**config.mk**
```make
export PLATFORM = sky130hd
export DESIGN_NAME = lsa_top
export DESIGN_NICKNAME = d
export VERILOG_FILES = /design/src/rtl/lsa_top.v
export VERILOG_INCLUDE_DIRS = /design/src /design/src/rtl
export SDC_FILE = /design/constraint.sdc
export NUM_CORES = 1
export LEC_CHECK = 0
export BUFFER_PORTS_ARGS = -buffer_cell sky130_fd_sc_hd__buf_2
export CAP_MARGIN = 0
export CORE_UTILIZATION = 45
export DETAILED_ROUTE_END_ITERATION = 6
export PLACE_DENSITY = 0.71
export SETUP_SLACK_MARGIN = 0.2
export SLEW_MARGIN = 15
export SYNTH_ARGS = -nofsm -noshare
export SYNTH_HDL_FRONTEND = slang
export SYNTH_HIERARCHICAL = 1
export SYNTH_SLANG_ARGS = --single-unit
```
**constraint.sdc**
```tcl
create_clock -name clk_i -period 9.5 [get_ports clk_i]
set_clock_uncertainty 0.15 [all_clocks]
set_input_delay 1.425 -clock clk_i [delete_from_list [all_inputs] [get_ports clk_i]]
set_output_delay 1.425 -clock clk_i [all_outputs]
set_load 0.02 [all_outputs]
```
**src/rtl/lsa_regs.vh**
```
`ifndef LSA_REGS_VH
`define LSA_REGS_VH

// ****************************************************************
// Register indices (byte address is four times the index)
// ****************************************************************
`define LSA_IDX_CTRL 6'h01
`define LSA_IDX_STAT 6'h02
`define LSA_IDX_ENT1 6'h05
`define LSA_IDX_ENT2 6'h06
`define LSA_IDX_ENT3 6'h07
`define LSA_IDX_ENT4 6'h08
`define LSA_IDX_ENT5 6'h09

// ****************************************************************
// Field positions and reset values
// ****************************************************************
`define LSA_CTRL_SMPTE 0
`define LSA_CTRL_RATE 1
`define LSA_CTRL_MUX10 2
`define LSA_CTRL_RST 3'h0
`define LSA_ENT_RST 16'h0000
`define LSA_STAT_LUMA 0
`define LSA_STAT_CHROMA 1
`define LSA_STAT_EMPTY 2
`define LSA_STAT_FULL 3
`define LSA_EDH_LO 8
`define LSA_EDH_HI 15

// ****************************************************************
// Stream code words
// ****************************************************************
`define LSA_WORD_ZERO 10'h000
`define LSA_WORD_ONES 10'h3FF
`define LSA_XYZ_H 6
`define LSA_ANC_TAIL 9'h006
`define LSA_WIN_LAST 5

`endif

```
**src/rtl/lsa_top.v**
```verilog
// How it works
// RULE1 - Line FIFO reset rests high, drops low exactly one word clock; here it stays low until the XYZ word is taken.
// RULE2 - Low pulse sits on the SAV XYZ word; next word is first active sample.
// RULE3 - Ancillary packets found in any blanking region are marked by luma/chroma flags.
// RULE4 - Both ancillary flags are registered on the word clock.
// RULE5 - High-definition: each flag follows ancillary data in its own channel.
// RULE6 - Standard-definition 20-bit: flags generated independently per channel.
// RULE7 - Standard-definition 10-bit: both flags rise together on any packet.
// RULE8 - Flag high from first preamble word through checksum word.
// RULE9 - Five host-writable match entries select flagged packet types.
// RULE10 - Entry upper byte is identifier, lower byte secondary identifier.
// RULE11 - With filtering, flag only packets exactly matching nonzero programmed bytes.
// RULE12 - A zero identifier byte is a wildcard and skips its comparison.
// RULE13 - All entries zero, the reset state, flags every packet.
// RULE14 - Some entries programmed: only matching packets flagged, others ignored.
// RULE15 - Error-check packets always detected, whatever the filter says.
// RULE16 - Host writes zero secondary byte when a packet type has none.
// RULE17 - Pulse and detection only run in SMPTE video mode.
// RULE18 - Entries are ORed; entries with both bytes zero take no part.
`default_nettype none
`include "lsa_regs.vh"

// ****************************************************************
// Word FIFO
// ****************************************************************
module lsa_fifo #(
  parameter WIDTH = 20,
  parameter DEPTH = 8,
  parameter AW = 3
) (
  input wire clk_i, // Word clock
  input wire rst_i, // Sync reset, high
  input wire in_valid_i, // Word offered
  input wire [WIDTH-1:0] in_data_i, // Word in
  output reg in_ready_o, // Room for a word
  output reg out_valid_o, // Word available
  output wire [WIDTH-1:0] out_data_o, // Head word
  input wire out_ready_i // Head taken
);
  localparam integer LAST_I = DEPTH - 1;
  localparam integer FULL_I = DEPTH;
  localparam [AW-1:0] LAST = LAST_I[AW-1:0];
  localparam [AW:0] FULLC = FULL_I[AW:0];
  // Storage has no reset; pointers and count alone say what is valid
  reg [WIDTH-1:0] mem [0:DEPTH-1];
  reg [AW-1:0] wr_ptr;
  reg [AW-1:0] rd_ptr;
  reg [AW:0] count;
  reg [AW:0] next_count;
  wire push;
  wire pop;

  assign push = in_valid_i & in_ready_o;
  assign pop = out_valid_o & out_ready_i;
  assign out_data_o = mem[rd_ptr];

  always @* begin
    next_count = count;
    if (push & ~pop) begin
      next_count = count + {{AW{1'b0}}, 1'b1};
    end else if (pop & ~push) begin
      next_count = count - {{AW{1'b0}}, 1'b1};
    end
  end

  always @(posedge clk_i) begin
    if (push) begin
      mem[wr_ptr] <= in_data_i;
    end
  end

  always @(posedge clk_i) begin
    if (rst_i) begin
      wr_ptr <= {AW{1'b0}};
      rd_ptr <= {AW{1'b0}};
      count <= {(AW+1){1'b0}};
      in_ready_o <= 1'b1;
      out_valid_o <= 1'b0;
    end else begin
      if (push) begin
        wr_ptr <= (wr_ptr == LAST) ? {AW{1'b0}} : wr_ptr + {{(AW-1){1'b0}}, 1'b1};
      end
      if (pop) begin
        rd_ptr <= (rd_ptr == LAST) ? {AW{1'b0}} : rd_ptr + {{(AW-1){1'b0}}, 1'b1};
      end
      // Flags follow the next count so both stay registered
      count <= next_count;
      in_ready_o <= (next_count != FULLC);
      out_valid_o <= (next_count != {(AW+1){1'b0}});
    end
  end
endmodule

// ****************************************************************
// Line pulse and ancillary detect, Wishbone slave
// ****************************************************************
module lsa_top #(
  parameter FIFO_DEPTH = 8,
  parameter FIFO_AW = 3,
  parameter [7:0] EDH_DID = 8'hF4
) (
  input wire clk_i, // Parallel word clock
  input wire rst_i, // Sync reset, high
  input wire wb_cyc_i, // Wishbone cycle
  input wire wb_stb_i, // Wishbone strobe
  input wire wb_we_i, // Wishbone write
  input wire [7:0] wb_adr_i, // Wishbone byte address
  input wire [3:0] wb_sel_i, // Wishbone byte lanes
  input wire [31:0] wb_dat_i, // Wishbone write data
  output reg [31:0] wb_dat_o, // Wishbone read data
  output reg wb_ack_o, // Wishbone acknowledge
  input wire in_valid_i, // Stream word offered
  input wire [19:0] in_data_i, // Luma 19:10, chroma 9:0
  output wire in_ready_o, // Stream can take a word
  output reg out_valid_o, // Output word valid
  output reg [19:0] out_data_o, // Output word
  input wire out_ready_i, // Downstream takes word
  output reg line_fifo_reset_n_o, // Line FIFO write reset, low
  output reg luma_anc_flag_o, // Luma ancillary marker
  output reg chroma_anc_flag_o // Chroma ancillary marker
);
  reg [2:0] ctrl;
  reg [15:0] anc_match_entry_one;
  reg [15:0] anc_match_entry_two;
  reg [15:0] anc_match_entry_three;
  reg [15:0] anc_match_entry_four;
  reg [15:0] anc_match_entry_five;
  reg [7:0] edh_count;
  reg [19:0] win [0:`LSA_WIN_LAST];
  reg [`LSA_WIN_LAST:0] win_vld;
  reg [2:0] sav_sh;
  reg [8:0] luma_cnt;
  reg [8:0] chroma_cnt;
  reg [31:0] next_rdata;
  wire fifo_valid;
  wire fifo_empty_n;
  wire [19:0] fifo_data;
  wire step;
  wire smpte_mode;
  wire rate_select_low_high_def;
  wire sd_mux10;
  wire [5:0] wb_idx;
  wire wb_req;
  wire [79:0] entries;
  wire luma_start;
  wire chroma_start;
  wire luma_hit;
  wire chroma_hit;
  wire luma_now;
  wire chroma_now;
  wire sav_now;
  integer i;

  // ****************************************************************
  // Helpers
  // ****************************************************************
  function is_preamble;
    input [9:0] a;
    input [9:0] b;
    input [9:0] c;
    begin
      is_preamble = (a == `LSA_WORD_ZERO) && (b == `LSA_WORD_ONES) && (c == `LSA_WORD_ONES);
    end
  endfunction

  function anc_hit;
    input [7:0] did;
    input [7:0] sdid;
    input [79:0] tbl;
    integer k;
    reg any;
    reg hit;
    reg [15:0] e;
    begin
      any = 1'b0;
      hit = 1'b0;
      for (k = 0; k < 5; k = k + 1) begin
        e = tbl[k*16 +: 16];
        if (e != `LSA_ENT_RST) begin // RULE18
          any = 1'b1;
          // A zero byte skips its compare; a nonzero byte must match exactly
          if ((e[15:8] == 8'h00 || e[15:8] == did) &&
              (e[7:0] == 8'h00 || e[7:0] == sdid)) begin // RULE10 RULE11 RULE12
            hit = 1'b1; // RULE18
          end
        end
      end
      anc_hit = ~any | hit; // RULE13 RULE14
    end
  endfunction

  // ****************************************************************
  // Control decode
  // ****************************************************************
  assign smpte_mode = ctrl[`LSA_CTRL_SMPTE];
  assign rate_select_low_high_def = ctrl[`LSA_CTRL_RATE];
  assign sd_mux10 = rate_select_low_high_def & ctrl[`LSA_CTRL_MUX10];
  assign entries = {anc_match_entry_five, anc_match_entry_four, anc_match_entry_three,
                    anc_match_entry_two, anc_match_entry_one};

  // ****************************************************************
  // Stream path
  // ****************************************************************
  lsa_fifo #(
    .WIDTH(20),
    .DEPTH(FIFO_DEPTH),
    .AW(FIFO_AW)
  ) u_fifo (
    .clk_i(clk_i),
    .rst_i(rst_i),
    .in_valid_i(in_valid_i),
    .in_data_i(in_data_i),
    .in_ready_o(in_ready_o),
    .out_valid_o(fifo_valid),
    .out_data_o(fifo_data),
    .out_ready_i(step)
  );

  assign fifo_empty_n = fifo_valid;
  // Window moves only with a new word, so the last few words wait for the next
  assign step = fifo_valid & (out_ready_i | ~out_valid_o);

  // Lookahead window: win[0] is the next output word
  // Whole window must be valid, since the count word sits at its far end
  assign luma_start = win_vld[0] &
    is_preamble(win[0][19:10], win[1][19:10], win[2][19:10]); // RULE3
  assign chroma_start = win_vld[0] &
    is_preamble(win[0][9:0], win[1][9:0], win[2][9:0]); // RULE3
  assign luma_hit = luma_start & anc_hit(win[3][17:10], win[4][17:10], entries);
  assign chroma_hit = chroma_start & anc_hit(win[3][7:0], win[4][7:0], entries);
  assign luma_now = smpte_mode & (luma_hit | (luma_cnt != 9'h000)); // RULE8 RULE17
  assign chroma_now = smpte_mode & (chroma_hit | (chroma_cnt != 9'h000)); // RULE8 RULE17
  // Start code is found three words early and shifted to the XYZ slot
  assign sav_now = win_vld[0] &&
    (win[0][19:10] == `LSA_WORD_ONES) && (win[1][19:10] == `LSA_WORD_ZERO) &&
    (win[2][19:10] == `LSA_WORD_ZERO) && win[3][19] && !win[3][10+`LSA_XYZ_H];

  always @(posedge clk_i) begin
    if (step) begin
      for (i = 0; i < `LSA_WIN_LAST; i = i + 1) begin
        win[i] <= win[i+1];
      end
      win[`LSA_WIN_LAST] <= fifo_data;
    end
  end

  always @(posedge clk_i) begin
    if (rst_i) begin
      win_vld <= {(`LSA_WIN_LAST+1){1'b0}};
      sav_sh <= 3'h0;
      luma_cnt <= 9'h000;
      chroma_cnt <= 9'h000;
      edh_count <= 8'h00;
      out_valid_o <= 1'b0;
      out_data_o <= 20'h00000;
      line_fifo_reset_n_o <= 1'b1;
      luma_anc_flag_o <= 1'b0;
      chroma_anc_flag_o <= 1'b0;
    end else begin
      if (out_ready_i) begin
        out_valid_o <= 1'b0;
        line_fifo_reset_n_o <= 1'b1; // RULE1
        luma_anc_flag_o <= 1'b0;
        chroma_anc_flag_o <= 1'b0;
      end
      if (step) begin
        win_vld <= {1'b1, win_vld[`LSA_WIN_LAST:1]};
        sav_sh <= {sav_sh[1:0], sav_now & smpte_mode};
        out_valid_o <= win_vld[0];
        out_data_o <= win[0];
        line_fifo_reset_n_o <= ~(win_vld[0] & smpte_mode & sav_sh[2]); // RULE1 RULE2 RULE17
        // 10-bit multiplex is one stream, so either lane's packet raises both flags
        luma_anc_flag_o <= win_vld[0] & (luma_now | (sd_mux10 & chroma_now)); // RULE4 RULE5 RULE6 RULE7
        chroma_anc_flag_o <= win_vld[0] & (chroma_now | (sd_mux10 & luma_now)); // RULE4 RULE5 RULE6 RULE7
        if (!smpte_mode) begin
          luma_cnt <= 9'h000;
        end else if (luma_hit) begin
          luma_cnt <= {1'b0, win[5][17:10]} + `LSA_ANC_TAIL; // RULE8
        end else if (luma_cnt != 9'h000) begin
          luma_cnt <= luma_cnt - 9'h001;
        end
        if (!smpte_mode) begin
          chroma_cnt <= 9'h000;
        end else if (chroma_hit) begin
          chroma_cnt <= {1'b0, win[5][7:0]} + `LSA_ANC_TAIL; // RULE8
        end else if (chroma_cnt != 9'h000) begin
          chroma_cnt <= chroma_cnt - 9'h001;
        end
        // Error packets counted before and apart from the filter
        if (smpte_mode && ((luma_start && win[3][17:10] == EDH_DID) ||
            (chroma_start && win[3][7:0] == EDH_DID))) begin
          edh_count <= edh_count + 8'h01; // RULE15
        end
      end
    end
  end

  // ****************************************************************
  // Wishbone registers
  // ****************************************************************
  assign wb_idx = wb_adr_i[7:2];
  assign wb_req = wb_cyc_i & wb_stb_i;

  always @* begin
    next_rdata = 32'h00000000;
    case (wb_idx)
      `LSA_IDX_CTRL: next_rdata[2:0] = ctrl;
      `LSA_IDX_STAT: begin
        next_rdata[`LSA_STAT_LUMA] = luma_anc_flag_o;
        next_rdata[`LSA_STAT_CHROMA] = chroma_anc_flag_o;
        next_rdata[`LSA_STAT_EMPTY] = ~fifo_empty_n;
        next_rdata[`LSA_STAT_FULL] = ~in_ready_o;
        next_rdata[`LSA_EDH_HI:`LSA_EDH_LO] = edh_count;
      end
      `LSA_IDX_ENT1: next_rdata[15:0] = anc_match_entry_one;
      `LSA_IDX_ENT2: next_rdata[15:0] = anc_match_entry_two;
      `LSA_IDX_ENT3: next_rdata[15:0] = anc_match_entry_three;
      `LSA_IDX_ENT4: next_rdata[15:0] = anc_match_entry_four;
      `LSA_IDX_ENT5: next_rdata[15:0] = anc_match_entry_five;
      default: next_rdata = 32'h00000000;
    endcase
  end

  function [15:0] lane_write;
    input [15:0] old;
    input [15:0] data;
    input [1:0] sel;
    begin
      lane_write = {sel[1] ? data[15:8] : old[15:8], sel[0] ? data[7:0] : old[7:0]};
    end
  endfunction

  always @(posedge clk_i) begin
    if (rst_i) begin
      wb_ack_o <= 1'b0;
      wb_dat_o <= 32'h00000000;
      ctrl <= `LSA_CTRL_RST;
      anc_match_entry_one <= `LSA_ENT_RST; // RULE13
      anc_match_entry_two <= `LSA_ENT_RST;
      anc_match_entry_three <= `LSA_ENT_RST;
      anc_match_entry_four <= `LSA_ENT_RST;
      anc_match_entry_five <= `LSA_ENT_RST;
    end else begin
      // Ack drops for a cycle even if the strobe stays, so one request acks once
      wb_ack_o <= wb_req & ~wb_ack_o;
      if (wb_req & ~wb_ack_o) begin
        wb_dat_o <= next_rdata;
      end
      // Write lands on the edge where the master sees ack
      if (wb_req && wb_we_i && wb_ack_o) begin
        case (wb_idx)
          `LSA_IDX_CTRL: begin
            if (wb_sel_i[0]) begin
              ctrl <= wb_dat_i[2:0];
            end
          end
          `LSA_IDX_ENT1: anc_match_entry_one <= lane_write(anc_match_entry_one, wb_dat_i[15:0],
                                                           wb_sel_i[1:0]); // RULE9
          `LSA_IDX_ENT2: anc_match_entry_two <= lane_write(anc_match_entry_two, wb_dat_i[15:0],
                                                           wb_sel_i[1:0]); // RULE9
          `LSA_IDX_ENT3: anc_match_entry_three <= lane_write(anc_match_entry_three, wb_dat_i[15:0],
                                                             wb_sel_i[1:0]); // RULE9
          `LSA_IDX_ENT4: anc_match_entry_four <= lane_write(anc_match_entry_four, wb_dat_i[15:0],
                                                            wb_sel_i[1:0]); // RULE9
          `LSA_IDX_ENT5: anc_match_entry_five <= lane_write(anc_match_entry_five, wb_dat_i[15:0],
                                                            wb_sel_i[1:0]); // RULE9
          default: ctrl <= ctrl;
        endcase
      end
    end
  end
endmodule
`default_nettype wire

```
==> results of run 1 <==
==> cells in the mapped netlist (all sizes together), types with 4 or more instances <==
library cell | count | area [um2]
a211oi | 9 | 67.6
a21oi | 107 | 536
a31oi | 6 | 43.8
and2 | 4 | 25.0
and3 | 10 | 63.8
buf | 65 | 413
clkbuf | 40 | 150
dfxtp | 174 | 3480
edfxtp | 280 | 8410
ha | 11 | 138
inv | 24 | 90.1
mux2 | 21 | 240
mux2i | 82 | 821
mux4 | 40 | 998
nand2 | 197 | 754
nand2b | 6 | 37.5
nand3 | 43 | 220
nand4 | 67 | 419
nand4b | 4 | 35.0
nor2 | 110 | 425
nor3 | 28 | 145
nor4 | 32 | 244
o211ai | 6 | 45.0
o21ai | 46 | 230
o221ai | 6 | 52.6
o22ai | 5 | 31.3
xnor2 | 166 | 1450
xor2 | 16 | 140
==> flip-flops by register name, indices dropped and copies added (netlist names), 3 cells and up, named ones only <==
register / count
luma_cnt: 9
anc_match_entry_one: 16
sav_sh: 3
win: 120
edh_count: 8
win_vld: 6
u_fifo/wr_ptr: 3
anc_match_entry_four: 16
ctrl: 3
u_fifo/mem: 160
u_fifo/rd_ptr: 3
out_data_o: 20
wb_dat_o: 16
anc_match_entry_two: 16
chroma_cnt: 9
anc_match_entry_three: 16
u_fifo/count: 4
anc_match_entry_five: 16
==> kinds of logic after synthesis <==
kind of cell    after synthesis  synth area share (%)
other cells                   1                0.0186
flops                       454                  58.9
mux                         143                  10.2
simple gates                523                  12.7
fa+ha+maj                    11                 0.681
buf+inv                     129                  3.23
xor+xnor                    182                  7.89
compound gates              218                  6.39
==> worst max-delay path, stage by stage <==
cell      delay [ps]
buf_2            130
nand2b_1         130
nand2_1           60
buf_4            280
inv_6            530
buf_4            850
nor2_1           130
nand2_1          140
and3_1           170
a221oi_1          80
==> per-layer routing <==
layer	global-route usage (%)	share of wire [%]
met1	27.5	42
met2	34.4	47
met3	3.85	6.8
met4	8.87	3.2
met5	0	0.048
==> stage by stage <==
| step | hold WS (ps) | util (%) | setup slack [ps] | power (mW) | instance area, um2 |
|---|---|---|---|---|---|
| after floorplan | 250 | - | 2410 | 3.49 | 20300 |
| after global placement | 256 | 47.7 | 5280 | 3.71 | 21100 |
| after detailed placement | 257 | 47.7 | 5160 | 3.75 | 21100 |
| after CTS | 277 | 50.9 | 5780 | 5.46 | 22500 |
| after global routing | 282 | 50.9 | 5550 | 5.64 | 22500 |
| final | 273 | 50.9 | 5780 | 5.42 | 22500 |
==> final timing paths <==
check               endpoint                from  cells past startpoint  slack (ps)
max reg2reg  luma_anc_flag_o  u_fifo/out_valid_o                      8        6180
min                win[4][8]           win[5][8]                      0         270
max          luma_anc_flag_o         out_ready_i                     10        5780
min reg2reg        win[4][8]           win[5][8]                      0         270
==> cell usage in the layout, fill, tap and decap left out, types with 18 or more instances in the layout <==
master,count
mux4_1,26
xnor2_1,166
buf_2,91
inv_1,22
dfxtp_1,173
nand3_1,42
nor3_1,23
clkbuf_16,46
o21ai_0,43
a21oi_1,107
mux2_2,20
nor2_1,104
clkbuf_1,19
nor4_1,24
buf_4,18
edfxtp_1,280
mux2i_1,82
nand2_1,193
nand4_1,67
==> final cells by class <==
cell class / count / area, um2 / area share [%]
Multi-Input combinational cell: 1093 / 7760 / 34.5
Tap cell: 592 / 741 / 3.29
Clock inverter: 17 / 149 / 0.662
Timing Repair Buffer: 109 / 591 / 2.63
Sequential cell: 454 / 11900 / 52.9
Inverter: 24 / 95.1 / 0.423
Clock buffer: 68 / 1260 / 5.62
==> power by group <==
group | leakage [nW] | internal (mW) | switching, mW
registers | 4.01 | 2.49 | 0.368
logic | 3.01 | 0.384 | 0.481
clock network | 0.676 | 0.956 | 0.745
==> run_results.csv, run 1 <==
group,metric,value,unit
clock_tree,clockBufferDepth,3,
sta,worst_slew_pin_slew,1130,ps
yosys,synth_warnings,6,
die,start_util,45.7,%
sta,setup_tns,0,ps
yosys,synth_cells,1661,
finish,antennaDiodeCount,0,
pwr,p_per_area,241,nW/um2
detailed_routing,ant_nets,0,
worst_setup_path,arrival,3990,ps
clock_tree,post_cts_resized,0,
clock_tree,cts.clk_slew.worst_paths,60,ps
detailed_routing,drt-total-wl,48.1,mm
global_route,grt.total_usage,21.0,%
worst_setup_path,required,9780,ps
place,place_congestion,0.910,
detailed_routing,viasPerCell,5.69,
clock_tree,ctsHtreeMaxLevel,2,
yosys,yosysUniqueCellTypes,82,
detailed_routing,firstDrtPassIters,5,
die,die_w,214,um
worst_setup_path,start_kind,"input pin",
yosys,syn-cell-area,20200,um2
die,boundaryPins,129,
clock_tree,cts_buffers,46,
sta,fmax,0.269,GHz
die,fp.dieArea,45700,um2
worst_setup_path,cp-end-kind,"flip-flop",
detailed_routing,detail_route.wl_per_cell,20.4,um
die,rows,77,
clock_tree,ctsHoldBuffers,0,
finish,fin_cells,2357,
sta,fin_crit_sh,39.1,%
global_route,grt_pass1_vias,12757,
outcome,status,"complete, no violations",
clock_tree,cts_tree,"built",
clock_tree,cts.sink_count,454,
detailed_routing,drtIter0Drc,1202,
sta,slew_headroom,24.8,%
finish,drive_above_1_share,13.7,%
place,dp_hpwl,32.3,mm
global_route,antenna_found_initial,2,
sta,setup_viol,0,
die,die_h,214,um
pwr,ir_drop,0.000170,V
clock_tree,cts_root_buf,"clkbuf_16",
detailed_routing,vias,13413,
global_route,grt_overflow,0,
yosys,synthArstFlopShare,0,%
yosys,ys_ff_latch,454,
yosys,synth-seq-area-share,58.9,%
place,place_inst,2272,
pwr,p_leak,7.70,nW
detailed_routing,drc,0,
yosys,synth-edff-count,280,
sta,min_period,3720,ps
global_route,grt_pass1_wl,73.1,mm
sta,rsz0062_at_grt,"no",
yosys,avgSynthCellArea,12.2,um2
worst_hold_path,hp-class,"flip-flop to flip-flop",
job,drv_cap,0,
finish,nets,1810,
die,core-area,44200,um2
place,port_buffers,92,
clock_tree,clkLatencyLatePin,590,ps
sta,final_hold_viol_count,0,
global_route,grt_max_degree,89,
worst_setup_path,crit_type,"input pin to flip-flop",
clock_tree,post_cts.repair.setup_buffers,0,
worst_setup_path,critPathMaxFanout,82,
yosys,synthFlopType,"edfxtp_1",
sta,drv_slew,0,
finish,syn_to_final_growth,11.3,%
finish,nFillCells,3792,
Note: power is estimated with default switching activity, not from simulation.
==> inputs of run 2 (changes only) <==
PLACE_DENSITY = 0.73   (was 0.71)
clock period = 3.3 ns   (was 9.5 ns; I/O delays follow)
==> run_results.csv, run 2 (same netlist as run 1, synthesis figures left out) <==
group,metric,value,unit
finish,largest_register,"u_fifo/mem",
pwr,ir_drop,0.000525,V
detailed_routing,drt-total-wl,48.8,mm
detailed_routing,vias,13713,
finish,nFillCells,3688,
sta,rsz0062_at_grt,"no",
worst_setup_path,start_kind,"flip-flop",
finish,nets,1843,
sta,min_period,2860,ps
outcome,status,"complete, no violations",
global_route,grt_pass1_wl,75.2,mm
sta,drv_slew,0,
global_route,antenna_found_initial,1,
die,die_h,214,um
place,place_area,21300,um2
pwr,p_leak,7.95,nW
detailed_routing,drtIter0Drc,1263,
clock_tree,clockBufferDepth,3,
pwr,p_per_area,702,nW/um2
sta,slew_headroom,53.2,%
worst_setup_path,arrival,3180,ps
worst_setup_path,required,3630,ps
global_route,grt_overflow,0,
sta,fmax,0.350,GHz
clock_tree,cts_buffers,45,
die,rows,77,
job,drv_cap,0,
detailed_routing,ant_nets,0,
finish,largest_reg_flops,160,
clock_tree,clkLatencyLatePin,600,ps
clock_tree,ctsHtreeMaxLevel,2,
detailed_routing,drc,0,
worst_setup_path,cp-end-kind,"flip-flop",
detailed_routing,firstDrtPassIters,5,
die,boundaryPins,129,
global_route,grt_pass1_vias,13370,
clock_tree,post_cts.repair.setup_buffers,0,
sta,final_hold_viol_count,0,
place,dp_hpwl,32.7,mm
place,place_congestion,0.971,
finish,syn_to_final_growth,13.7,%
global_route,grt.total_usage,21.6,%
finish,drive_above_1_share,15.1,%
place,port_buffers,92,
die,core-area,44200,um2
sta,setup_viol,0,
sta,holdWs,35.5,ps
finish,largestRegisters,"u_fifo/mem (160), win (120), out_data_o (20)",
detailed_routing,detail_route.wl_per_cell,20.4,um
finish,layout_common_cells,"280 x edfxtp_1, 193 x nand2_1, 173 x dfxtp_1",
finish,fin_cells,2392,
finish,layout_commonest_cell,"edfxtp_1",
die,start_util,45.7,%
global_route,grt_max_degree,140,
sta,fin_crit_sh,86.5,%
sta,setup_tns,0,ps
sta,worst_slew_pin_slew,702,ps
detailed_routing,viasPerCell,5.73,
clock_tree,cts_root_buf,"clkbuf_16",
clock_tree,cts.clk_slew.worst_paths,60,ps
die,die_w,214,um
place,place_inst,2292,
worst_setup_path,critPathMaxFanout,7,
clock_tree,cts.sink_count,454,
clock_tree,cts_tree,"built",
finish,final_area,23000,um2
worst_setup_path,crit_type,"flip-flop to flip-flop",
pwr,finalPower,16.1,mW
worst_hold_path,hp-class,"input pin to flip-flop",
die,fp.dieArea,45700,um2
## run 2: changes by cell type in the layout (fill, tap and decap cells not counted), moves of 3 or more
cell	change
dlygate4sd3_1	+14
bufinv_16	+6
clkinv_1	+4
buf_4	+18
clkinvlp_4	+3
clkinv_2	+3
clkbuf_1	-14
## run 2: worst paths after layout
path                                    start           endpoint  slack [ps]  cells after the start
worst max-delay path                win[3][0]      chroma_cnt[7]         440                      8
worst min-delay path            in_data_i[10]  u_fifo/mem[2][10]          40                      1
worst max register to register      win[3][0]      chroma_cnt[7]         440                      8
worst min register to register     win[4][18]         win[3][18]         270                      0
## run 2: worst max-delay path, cell delays in order (launching register included)
cell and delay [ps]:
edfxtp_1 630, xnor2_1 250, nand4_1 110, o21ai_0 370
nand3_1 140, nand4_1 230, o21ai_1 240, and2_1 270
a221o_1 350
## run 2: per-layer routing
metal	vias to the layer above	global-route usage (%)	wire length, um
li1	6279	-	-
met1	6767	28.2	20600
met2	549	35.2	23100
met3	116	4.48	3550
met4	2	8.33	1490
met5	-	0	13
## run 2: repair_timing
item / 4_1_cts / 5_1_grt
endpoints found under the setup margin: 0 / 12
endpoints found under the hold margin: 100 / 0
hold buffers: 14 / 0
resized for setup: 0 / 2
## run 2: layout make-up
class / instances / area [um2] / area share [%]
diodes: 2 / 5.00 / 0.0218
clock buffers: 51 / 1160 / 5.04
clock inverters: 33 / 399 / 1.74
inverters: 24 / 95.1 / 0.414
multi-input cells: 1093 / 7780 / 33.9
flip-flops and latches: 454 / 11900 / 51.8
well taps: 592 / 741 / 3.22
repair buffers: 143 / 906 / 3.94
## run 2: report_power, final
part	leakage, nW	total (mW)	internal (mW)	switching [mW]
logic	3.19	2.56	1.16	1.40
registers	4.01	8.20	7.15	1.04
clock network	0.749	5.37	3.11	2.25
## run 2: stage by stage
step,util (%),setup slack [ps]
finish,52.0,445
CTS,51.9,331
global placement,48.1,333
detailed placement,48.1,361
floorplan,-,145
global route,51.9,269
==> inputs of run 3 (changes only) <==
--- a/config.mk
+++ b/config.mk
@@ -9,4 +9,5 @@
 export BUFFER_PORTS_ARGS = -buffer_cell sky130_fd_sc_hd__buf_2
 export CAP_MARGIN = 0
+export CORE_MARGIN = 2
 export CORE_UTILIZATION = 45
 export DETAILED_ROUTE_END_ITERATION = 6
==> constraint.sdc (replaced) <==
create_clock -name clk_i -period 3.3 [get_ports clk_i]
set_clock_uncertainty 0.15 [all_clocks]
set_input_delay 0 -clock clk_i [delete_from_list [all_inputs] [get_ports clk_i]]
set_output_delay 0 -clock clk_i [all_outputs]
set_load 0.02 [all_outputs]
==> run_results.csv, run 3 (same netlist as run 1, synthesis figures left out) <==
group,metric,value,unit
finish,drive_above_1_share,14.4,%
worst_setup_path,cp_top_family,"compound AO/OA/AOI/OAI gates",
sta,setup_viol,0,
detailed_routing,drtIter0Drc,1114,
die,fp.dieArea,46600,um2
global_route,grt_pass1_wl,77.9,mm
worst_setup_path,required,3650,ps
job,drv_cap,0,
worst_setup_path,start_kind,"flip-flop",
pwr,p_per_area,682,nW/um2
global_route,grt_max_degree,68,
worst_setup_path,r2r_end,"chroma_cnt[7]",
die,core-area,44200,um2
finish,final_area,23500,um2
die,boundaryPins,129,
pwr,p_leak,8.15,nW
detailed_routing,detail_route.wl_per_cell,20.2,um
worst_setup_path,arrival,3290,ps
place,dp_hpwl,32.6,mm
clock_tree,cts_tree,"built",
sta,min_period,2940,ps
finish,largestRegisters,"u_fifo/mem (160), win (120), out_data_o (20)",
die,rows,77,
detailed_routing,ant_nets,0,
finish,largest_reg_flops,160,
detailed_routing,drt-total-wl,49.5,mm
worst_setup_path,reg2reg_slack,360,ps
detailed_routing,drc,2,
detailed_routing,viasPerCell,5.66,
worst_setup_path,crit_type,"flip-flop to flip-flop",
sta,rsz0062_at_grt,"no",
finish,nFillCells,3613,
place,place_congestion,0.928,
worst_setup_path,crit_buf_inv,0,
sta,fin_crit_sh,89.0,%
pwr,p_comb_share,16.0,%
outcome,violations,"DRC",
worst_setup_path,crit_chain,"xnor2_1, nand4_1, o21ai_0, nand3_1, nand4_1, o21ai_1, and2_1, a221o_1",
global_route,grt_overflow,0,
detailed_routing,vias,13879,
sta,worst_slew_pin_slew,756,ps
clock_tree,cts_root_buf,"clkbuf_16",
detailed_routing,firstDrtPassIters,7,
clock_tree,cts.sink_count,454,
pwr,p_sw,4.71,mW
worst_setup_path,cp-end-kind,"flip-flop",
clock_tree,clkLatencyLatePin,610,ps
worst_setup_path,path_common_cell,"nand4_1",
place,place_area,21200,um2
finish,nets,1902,
sta,slew_headroom,49.6,%
worst_setup_path,critPathMaxFanout,7,
clock_tree,ctsHtreeMaxLevel,2,
die,die_w,216,um
worst_hold_path,hold_end,"ctrl[1]",
worst_setup_path,cpPeakStageDelay,690,ps
finish,layout_common_cells,"280 x edfxtp_1, 193 x nand2_1, 173 x dfxtp_1",
sta,drv_slew,0,
die,die_h,216,um
pwr,switching_share,29.4,%
worst_setup_path,slowest_stage,"edfxtp_1",
worst_hold_path,whs_path_depth,6,
worst_setup_path,timing.rr.start,"win[3][0]",
pwr,intPower,11.3,mW
worst_hold_path,hp-class,"input pin to flip-flop",
clock_tree,cts_buffers,47,
finish,syn_to_final_growth,16.3,%
global_route,grt_pass1_vias,13893,
die,start_util,45.7,%
sta,fmax,0.341,GHz
finish,largest_register,"u_fifo/mem",
clock_tree,post_cts.repair.setup_buffers,0,
place,port_buffers,92,
clock_tree,cts.clk_slew.worst_paths,60,ps
finish,layout_commonest_cell,"edfxtp_1",
clock_tree,clockBufferDepth,3,
global_route,grt.total_usage,21.3,%
global_route,antenna_found_initial,1,
pwr,ir_drop,0.000515,V
pwr,seq_power_share,51.3,%
finish,fin_util,53.1,%
worst_setup_path,worstRegToRegCells,8,
sta,final_hold_viol_count,0,
sta,setup_tns,0,ps
outcome,status,"finished, violations left",
finish,antennaDiodeCount,0,
worst_hold_path,hp-start,"wb_cyc_i",
sta,holdWs,25.1,ps
pwr,clkPwrFrac,32.7,%
## run 3: cell types whose count changed in the layout (fill, tap and decap cells not counted), sizes merged
cell	previous run	this run
clkinvlp	4	5
diode	2	0
dlygate4sd3	14	74
inv	27	26
buf	129	126
clkinv	19	14
bufinv	7	3
clkbuf	51	63
## run 3: final cells by class
type / count / area (um2) / share of cell area, %
Sequential cell: 454 / 11900 / 50.6
Tap cell: 592 / 741 / 3.15
Inverter: 24 / 95.1 / 0.405
Multi-Input combinational cell: 1093 / 7770 / 33.1
Timing Repair Buffer: 200 / 1470 / 6.26
Clock buffer: 63 / 1270 / 5.39
Clock inverter: 24 / 258 / 1.10
## run 3: timing repair
item                                    CTS  global route
hold buffers                             74             0
endpoints found under the hold margin   293             0
endpoints found under the setup margin    0             6
resized for setup                         0             2
## run 3: power groups by stage
| stage | Clock [mW] | Sequential [mW] | Combinational [mW] |
|---|---|---|---|
| floorplan | 0 | 7.68 | 2.27 |
| global placement | 0 | 8.28 | 2.46 |
| detailed placement | 0 | 8.32 | 2.52 |
| CTS | 5.31 | 8.20 | 2.59 |
| global route | 5.56 | 8.31 | 2.83 |
| finish | 5.23 | 8.22 | 2.57 |
## run 3: metal layers
metal | GRT usage (%) | share of wire, % | up-vias
li1 | - | - | 6396
met5 | 0 | 0.026 | -
met1 | 28.3 | 42 | 6826
met4 | 8.84 | 3.8 | 2
met2 | 34.8 | 47 | 524
met3 | 3.74 | 6.3 | 131
## run 3: stage by stage
stage | worst slack, ps | std cells | power (mW)
2_1_floorplan | 275 | 1676 | 9.95
3_5_place_dp | 345 | 2289 | 10.8
3_3_place_gp | 412 | 2289 | 10.7
4_1_cts | 366 | 2450 | 16.1
6_report | 363 | 2450 | 16.0
5_1_grt | 215 | 2450 | 16.7
## run 3: worst max-delay path by stage
stage | startpoint | to | slack, ps | cells past startpoint
floorplan | out_valid_o | u_fifo/out_valid_o | 280 | 8
finish | win[3][0] | chroma_cnt[7] | 360 | 8
global route | wb_adr_i[3] | anc_match_entry_five[15] | 220 | 10
detailed placement | win[3][16] | luma_cnt[1] | 350 | 8
CTS | win[3][16] | luma_cnt[1] | 370 | 8
global placement | win[3][16] | luma_cnt[1] | 410 | 8
## run 3: tightest hold or removal path, stage by stage
cell	delay (ps)
buf_2	100
nand2_1	90
nor2_2	90
and2_1	260
nand3_1	120
a21oi_1	50
